==> config.mk <==
export PLATFORM = sky130hd
export DESIGN_NAME = lhs_core
export DESIGN_NICKNAME = d
export VERILOG_FILES = /design/src/hw/lhs_pkg.sv /design/src/hw/lhs_core.sv
export SDC_FILE = /design/constraint.sdc
export NUM_CORES = 2
export LEC_CHECK = 0
export ABC_AREA = 1
export BUFFER_PORTS_ARGS = -buffer_cell sky130_fd_sc_hd__buf_2
export CAP_MARGIN = 20
export CORE_MARGIN = 2
export CORE_UTILIZATION = 34
export DETAILED_ROUTE_END_ITERATION = 8
export PLACE_DENSITY_LB_ADDON = 0.25
export SLEW_MARGIN = 20
export SYNTH_ARGS = -nofsm -noshare
export SYNTH_HDL_FRONTEND = slang
export SYNTH_SLANG_ARGS = --single-unit
==> constraint.sdc <==
create_clock -name mclk_i -period 5.6 [get_ports mclk_i]
set_input_delay 0 -clock mclk_i [delete_from_list [all_inputs] [get_ports mclk_i]]
set_output_delay 0 -clock mclk_i [all_outputs]
set_load 0.01 [all_outputs]
==> src/hw/lhs_pkg.sv <==
// Constants and types for the host serial port and reset control block
package lhs_pkg;
  localparam int CLK_MHZ = 40;
  // Reset sequence lengths
  localparam int POR_MAX_MS = 300;
  localparam int POR_CYCLES = POR_MAX_MS * 1000 * CLK_MHZ;
  localparam int RST_MAX_US = 5;
  localparam int RST_CYCLES = RST_MAX_US * CLK_MHZ;
  localparam int CNT_W = 24;
  // Serial frame layout
  localparam int ADDR_W = 7;
  localparam int DATA_W = 8;
  localparam int FRAME_BITS = 16;
  localparam int CTRL_BITS = 8;
  localparam int BITCNT_W = 5;
  localparam int NUM_REGS = 128;
  localparam int NUM_CH = 4;
  // Global configuration register and its soft reset bit
  localparam logic [6:0] GLOBAL_CONFIG_ADDR = 7'h01;
  localparam int SOFT_RESET_BIT = 0;
  localparam logic [7:0] REG_DEFAULT = 8'h00;
  // Reset sequence states
  typedef enum logic [1:0] {
    LHS_RST_IDLE,
    LHS_RST_BUSY
  } lhs_rst_state_t;
endpackage

==> src/hw/lhs_core.sv <==
// Host serial port, mode strap and reset control of a quad line interface
`timescale 1ns/100ps
module lhs_core #(
  parameter int POR_LEN = lhs_pkg::POR_CYCLES,
  parameter bit MSB_FIRST = 1'b1
) (
  input wire logic mclk_i,
  input wire logic rst_b_i,
  input wire logic reference_clock_in_i,
  input wire logic hard_reset_n_i,
  input wire logic control_mode_strap_i,
  input wire logic chip_select_n_i,
  input wire logic serial_clock_i,
  input wire logic serial_in_pin_i,
  input wire logic [lhs_pkg::NUM_CH-1:0] jitter_store_error_i,
  output logic serial_out_pin_o,
  output logic serial_out_pin_oe_o,
  output logic hardware_mode_o,
  output logic [2:0] jitter_depth_select_o,
  output logic jitter_path_select_o,
  output logic in_reset_o,
  output logic host_outputs_enable_o,
  output logic hard_reset_hiz_o,
  output logic [lhs_pkg::NUM_CH-1:0] tx_clock_pin_dir_out_o,
  output logic [lhs_pkg::NUM_CH*lhs_pkg::DATA_W-1:0] chan_cfg_o,
  output logic [lhs_pkg::DATA_W-1:0] global_config_register_o
);
  import lhs_pkg::*;

  // ---------------------------------------------------------------
  // Input synchronisers
  // ---------------------------------------------------------------
  logic [5:0] sync1_q;
  logic [5:0] sync2_q;
  logic reference_clock_in_d1_q;
  always_ff @(posedge mclk_i or negedge rst_b_i) begin
    if (!rst_b_i) begin
      sync1_q <= 6'h17;
      sync2_q <= 6'h17;
    end else begin
      sync1_q <= {reference_clock_in_i, hard_reset_n_i,
                  control_mode_strap_i, chip_select_n_i,
                  serial_clock_i, serial_in_pin_i};
      sync2_q <= sync1_q;
    end
  end
  wire ref_s = sync2_q[5];
  wire hrst_n_s = sync2_q[4];
  wire strap_s = sync2_q[3];
  wire cs_n_s = sync2_q[2];
  wire sclk_s = sync2_q[1];
  wire sdi_s = sync2_q[0];

  // ---------------------------------------------------------------
  // Error flag synchroniser
  // ---------------------------------------------------------------
  logic [NUM_CH-1:0] jerr1_q;
  logic [NUM_CH-1:0] jerr2_q;
  always_ff @(posedge mclk_i or negedge rst_b_i) begin
    if (!rst_b_i) begin
      jerr1_q <= '0;
      jerr2_q <= '0;
    end else begin
      jerr1_q <= jitter_store_error_i;
      jerr2_q <= jerr1_q;
    end
  end

  logic sclk_d1_q;
  always_ff @(posedge mclk_i or negedge rst_b_i) begin
    if (!rst_b_i) begin
      sclk_d1_q <= 1'b1;
      reference_clock_in_d1_q <= 1'b0;
    end else begin
      sclk_d1_q <= sclk_s;
      reference_clock_in_d1_q <= ref_s;
    end
  end
  wire sclk_fall = sclk_d1_q & ~sclk_s;
  wire sclk_rise = ~sclk_d1_q & sclk_s;
  wire ref_edge = reference_clock_in_d1_q ^ ref_s;

  // ---------------------------------------------------------------
  // Mode strap
  // ---------------------------------------------------------------
  logic hw_mode_q;
  always_ff @(posedge mclk_i or negedge rst_b_i) begin
    if (!rst_b_i) begin
      hw_mode_q <= 1'b0;
    end else begin
      hw_mode_q <= strap_s;
    end
  end
  assign hardware_mode_o = hw_mode_q;

  // ---------------------------------------------------------------
  // Reset sequencer
  // ---------------------------------------------------------------
  lhs_rst_state_t rst_st_q;
  logic [CNT_W-1:0] rst_cnt_q;
  logic por_q;
  logic soft_req;
  always_ff @(posedge mclk_i or negedge rst_b_i) begin
    if (!rst_b_i) begin
      rst_st_q <= LHS_RST_BUSY;
      rst_cnt_q <= '0;
      por_q <= 1'b1;
    end else begin
      case (rst_st_q)
        LHS_RST_IDLE: begin
          if (!hrst_n_s) begin
            rst_st_q <= LHS_RST_BUSY;
            rst_cnt_q <= '0;
            por_q <= 1'b0;
          end else if (soft_req) begin
            rst_st_q <= LHS_RST_BUSY;
            rst_cnt_q <= '0;
            por_q <= 1'b0;
          end
        end
        LHS_RST_BUSY: begin
          if (!hrst_n_s) begin
            rst_cnt_q <= '0;
          end else if (por_q) begin
            if (ref_edge) begin
              rst_cnt_q <= rst_cnt_q + 1'b1;
            end
            if (rst_cnt_q >= CNT_W'(POR_LEN - 1)) begin
              rst_st_q <= LHS_RST_IDLE;
              por_q <= 1'b0;
            end
          end else if (rst_cnt_q >= CNT_W'(RST_CYCLES - 1)) begin
            rst_st_q <= LHS_RST_IDLE;
          end else begin
            rst_cnt_q <= rst_cnt_q + 1'b1;
          end
        end
        default: rst_st_q <= LHS_RST_BUSY;
      endcase
    end
  end
  wire in_rst = (rst_st_q == LHS_RST_BUSY);
  assign in_reset_o = in_rst;
  assign hard_reset_hiz_o = ~hrst_n_s;

  // ---------------------------------------------------------------
  // Serial shifter
  // ---------------------------------------------------------------
  logic [BITCNT_W-1:0] bit_cnt_q;
  logic [CTRL_BITS-1:0] ctrl_q;
  logic [DATA_W-1:0] data_q;
  logic [DATA_W-1:0] rd_q;
  logic sdo_q;
  logic wr_go;
  wire host_port = ~hw_mode_q & ~in_rst;
  wire rd_dir = ctrl_q[CTRL_BITS-1];
  logic [ADDR_W-1:0] addr_rev;
  always_comb begin
    addr_rev = {<<{ctrl_q[ADDR_W-1:0]}};
  end
  wire [ADDR_W-1:0] addr = MSB_FIRST ? ctrl_q[ADDR_W-1:0] : addr_rev;
  wire [DATA_W-1:0] wr_byte = MSB_FIRST ? {data_q[DATA_W-2:0], sdi_s}
                                        : {sdi_s, data_q[DATA_W-1:1]};
  logic [DATA_W-1:0] regs_q [NUM_REGS];

  always_ff @(posedge mclk_i or negedge rst_b_i) begin
    if (!rst_b_i) begin
      bit_cnt_q <= '0;
      ctrl_q <= '0;
      data_q <= '0;
    end else if (cs_n_s || !host_port) begin
      bit_cnt_q <= '0;
    end else if (sclk_fall && bit_cnt_q < BITCNT_W'(FRAME_BITS)) begin
      bit_cnt_q <= bit_cnt_q + 1'b1;
      if (bit_cnt_q < BITCNT_W'(CTRL_BITS)) begin
        ctrl_q <= {ctrl_q[CTRL_BITS-2:0], sdi_s};
      end else begin
        data_q <= wr_byte;
      end
    end
  end
  assign wr_go = host_port && !cs_n_s && sclk_fall && !rd_dir
    && bit_cnt_q == BITCNT_W'(FRAME_BITS - 1);

  // ---------------------------------------------------------------
  // Register file
  // ---------------------------------------------------------------
  // soft reset bit written
  assign soft_req = wr_go && addr == GLOBAL_CONFIG_ADDR
    && wr_byte[SOFT_RESET_BIT];
  genvar gi;
  generate
    for (gi = 0; gi < NUM_REGS; gi++) begin : g_reg
      always_ff @(posedge mclk_i or negedge rst_b_i) begin
        if (!rst_b_i) begin
          regs_q[gi] <= REG_DEFAULT;
        end else if (in_rst) begin
          regs_q[gi] <= REG_DEFAULT;
        end else if (wr_go && addr == ADDR_W'(gi)) begin
          regs_q[gi] <= wr_byte;
          if (ADDR_W'(gi) == GLOBAL_CONFIG_ADDR) begin
            regs_q[gi][SOFT_RESET_BIT] <= 1'b0;
          end
        end
      end
    end
    for (gi = 0; gi < NUM_CH; gi++) begin : g_ch
      assign chan_cfg_o[gi*DATA_W +: DATA_W] =
        regs_q[(gi + 1) * 16];
    end
  endgenerate
  assign global_config_register_o = regs_q[GLOBAL_CONFIG_ADDR];

  // ---------------------------------------------------------------
  // Serial output
  // ---------------------------------------------------------------
  wire [BITCNT_W-1:0] rd_idx = bit_cnt_q - BITCNT_W'(CTRL_BITS);
  wire [2:0] bsel = MSB_FIRST ? 3'(DATA_W - 1) - rd_idx[2:0]
                              : rd_idx[2:0];
  always_ff @(posedge mclk_i or negedge rst_b_i) begin
    if (!rst_b_i) begin
      rd_q <= '0;
      sdo_q <= 1'b0;
    end else begin
      if (bit_cnt_q == BITCNT_W'(CTRL_BITS - 1) && sclk_fall) begin
        rd_q <= regs_q[{ctrl_q[ADDR_W-2:0], sdi_s}];
      end
      if (sclk_rise && bit_cnt_q >= BITCNT_W'(CTRL_BITS)
          && bit_cnt_q < BITCNT_W'(FRAME_BITS)) begin
        sdo_q <= rd_q[bsel];
      end
    end
  end

  // ---------------------------------------------------------------
  // Pin sharing and output states
  // ---------------------------------------------------------------
  // drive in hardware mode, or in host read data
  assign serial_out_pin_oe_o = hrst_n_s && !in_rst && (hw_mode_q ||
    (host_port && !cs_n_s && rd_dir
     && bit_cnt_q >= BITCNT_W'(CTRL_BITS)));
  logic sout_q;
  always_ff @(posedge mclk_i or negedge rst_b_i) begin
    if (!rst_b_i) begin
      sout_q <= 1'b0;
    end else begin
      sout_q <= hw_mode_q ? jerr2_q[0] : sdo_q;
    end
  end
  assign serial_out_pin_o = sout_q;
  assign jitter_depth_select_o = {sdi_s, cs_n_s, 1'b0};
  assign jitter_path_select_o = sclk_s;
  assign host_outputs_enable_o = hw_mode_q & ~in_rst & hrst_n_s;
  assign tx_clock_pin_dir_out_o = '0;
endmodule

==> results.ini <==
[status]
run_status=complete, no violations

[timing]
hold_viol=0
setup_slack_ns=1.634
finalCritPeriodShare_pct=70.82
max_slew.worst_pin.slew_ns=1.145
clock_skew_ns=0.02810
setup_violations=0
tns_ns=0
slew_violations=0
layout_min_cycle_time_ns=3.966
max_slew_margin_pct=23.68
max_freq_mhz=252.2
rsz0062_at_grt=no

[detailed_routing]
via_per_inst=4.826
wl_um=158800
firstDrtPassIters=6
first_iter_violations=4202
wl_per_cell_um=17.44
drc=0
ant_nets=0
vias=43940

[floorplan]
rows=146
io_pins=66
start_util_pct=34.25
die-area_um2=162800
die_h_um=403.4
die_x_um=403.4
core-area_um2=158400

[clock_network]
cts_setup_buffers=0
clk_path_buf_depth=3
cts_tree=yes
clk_pin_slew_ns=0.07
clock_sinks=1096
htree_num_levels=3
cts_buffers=119
clk_latency_ns=0.75
root_buffer=clkbuf_16

[power]
power.density_nw_per_um2=280.9
power.share.clock_pct=49.0
intPower_mw=13.04
combPwrFrac_pct=3.8
power.leakage_nw=28.55
switching_share_pct=22.74
seqPwrFrac_pct=47.2
power_mw=16.88
vdd.ir_drop.worst_mv=0.2451
p_switching_mw=3.838

[worst_setup_path]
cpMostUsedCell=nor2_1
r2r.worst_path.cells=15
cp_max_fo=16
path_cells=ha_1, nand2_1, nor2_1, ha_1, inv_1, nor2_1, nand3_2, clkinv_2, nand2_2, inv_2, nand2_1, nor2_1, nor2_1, nand2_1, o21ai_0
cp-end-kind=flip-flop
startpoint_type=flip-flop
cpMaxStageDelayCell=nand2_1
r2r_start=bit_cnt_q[0]
cp.arrival_ns=4.55
r2r_setup_slack_ns=1.63
slowest_delay_ns=0.66
r2r-end=regs_q[856]
worstSetupPathType=reg -> reg
worst-endpoint-required_ns=6.19

[place]
place.gp.congestion=0.8260
dpl.cell_count=8873
dpl.hpwl_um=92250
post-place-ws_ns=1.658
portBuffers=56

[yosys]
synth_edf_count=0
synth_cell_types=42
syn_inst=7170
synthFlopType=dfrtp_1
synthArstFlopShare_pct=100.0
synth-seq-area-share_pct=50.58
netlist_area_um2=54250
yosysTopAreaCell=dfrtp_1
post-synth-top-area-fraction_pct=50.05
synth-seq-cells=1096
yosysWarnings=0
synth_area_per_cell_um2=7.566
synth_area_leaders=dfrtp_1 50%, nand2_1 16%, o21ai_0 9.4%, inv_1 6.0%, nor2_1 3.9%

[grt]
grt_start_max_net_pins=183
grtUsageTotal_pct=19.53
antenna_found_initial=2
grt_pass1_wl_um=250500
grt-ovfl-total=0
grt_pass1_vias=41140

[hold_path]
hold_class=in -> async

[layout]
drive_gt1_share_pct=8.518
mostFrequentLayoutCells=2248 x nand2_1, 1085 x dfrtp_1, 1021 x o21ai_0, 854 x inv_1, 552 x nor2_1
fin_nets=6957
stdcell_count=9104
final_util_pct=37.94
n_antenna_cell=0
final_common_cell=nand2_1
syn_to_final_growth_pct=10.77

[flow_run]
drv_cap=0

==> Yosys cell counts, drive strengths merged (3+ instances only) <==
cell,instances
buf,219
nand2,2254
a31oi,58
dfrtp,1085
o21ai,1092
nor2,590
inv,869
nand3,422
clkbuf,293
xor2,15
nor3,28
a21oi,14
clkinv,3
o211ai,105
or2,86
ha,4
dfstp,11
nor3b,3
nor4,3
nand4,10
==> per-stage QoR <==
step / area [um2] / hold slack [ns]
CTS: 60000 / 0.2917
finish: 60090 / 0.3132
detailed placement: 55720 / 0.1067
global route: 60090 / 0.3179
floorplan: 54270 / -0.2956
global placement: 55590 / 0.1073
==> critical path, delay by kind of cell, from the launching register on <==
family | cells | cell delay (ns)
and+or+nand+nor | 9 | 2.00
buffers and inverters | 3 | 0.81
DFF | 1 | 0.51
adders and majority gates | 2 | 0.39
AOI/OAI and AO/OA | 1 | 0.08
==> per-layer routing <==
metal  vias to the layer above  GRT usage [%]  wire length, um
met5                         -              0                0
met1                     20950          28.45            76230
li1                      21830              -                -
met2                       973          30.69            71260
met3                       180          3.003             8553
met4                         0          3.949             2765
==> flip-flops by register name (all words and copies together), names as in the netlist, 5 cells and up <==
register                  flops
global_config_register_o      7
data_q                        7
regs_q                      984
chan_cfg_o                   32
sync1_q                       6
bit_cnt_q                     5
rst_cnt_q                    24
rd_q                          8
sync2_q                       6
ctrl_q                        8
==> power by group through the flow <==
stage | Combinational, mW | Sequential (mW) | Clock [mW]
finish | 0.639 | 7.96 | 8.28
global route | 0.733 | 7.96 | 8.78
CTS | 0.656 | 7.96 | 8.45
detailed placement | 0.641 | 8.11 | 0
global placement | 0.638 | 8.11 | 0
floorplan | 0.348 | 8.10 | 0
==> worst max path at each step <==
stage          cells past startpoint  slack (ns)    startpoint     endpoint
2_1_floorplan                     15        3.32  bit_cnt_q[1]  regs_q[447]
3_3_place_gp                      15        1.65  bit_cnt_q[0]  regs_q[860]
3_5_place_dp                      15        1.66  bit_cnt_q[0]  regs_q[863]
4_1_cts                           15        1.65  bit_cnt_q[0]  regs_q[863]
5_1_grt                           15        1.33  bit_cnt_q[0]  regs_q[858]
6_report                          15        1.63  bit_cnt_q[0]  regs_q[856]
==> what timing repair did <==
item	4_1_cts	5_1_grt
gates resized for setup	0	0
hold buffers	17	0
hold endpoints to repair	131	0
==> cells by family (layout without fill, tap and decap cells) <==
family | after synthesis | count (layout) | synth area share [%]
simple gates | 3397 | 3397 | 25.26
buf+inv | 1384 | 1241 | 10.49
compound gates | 1272 | 1272 | 13.31
flops | 1096 | 1096 | 50.58
xor+xnor | 16 | 16 | 0.2583
fa+ha+maj | 4 | 4 | 0.09226
other cells | 1 | 6 | 0.006913
==> final cells by class <==
cell class | count | area (um2)
clock inverter | 34 | 505.5
clock buffer | 178 | 3583
inverter | 872 | 3318
multi-input combinational | 4695 | 21360
timing repair buffer | 157 | 1284
tap | 2072 | 2592
sequential | 1096 | 27450
fill | 16540 | 98290
(Power assumes the default switching activity.)
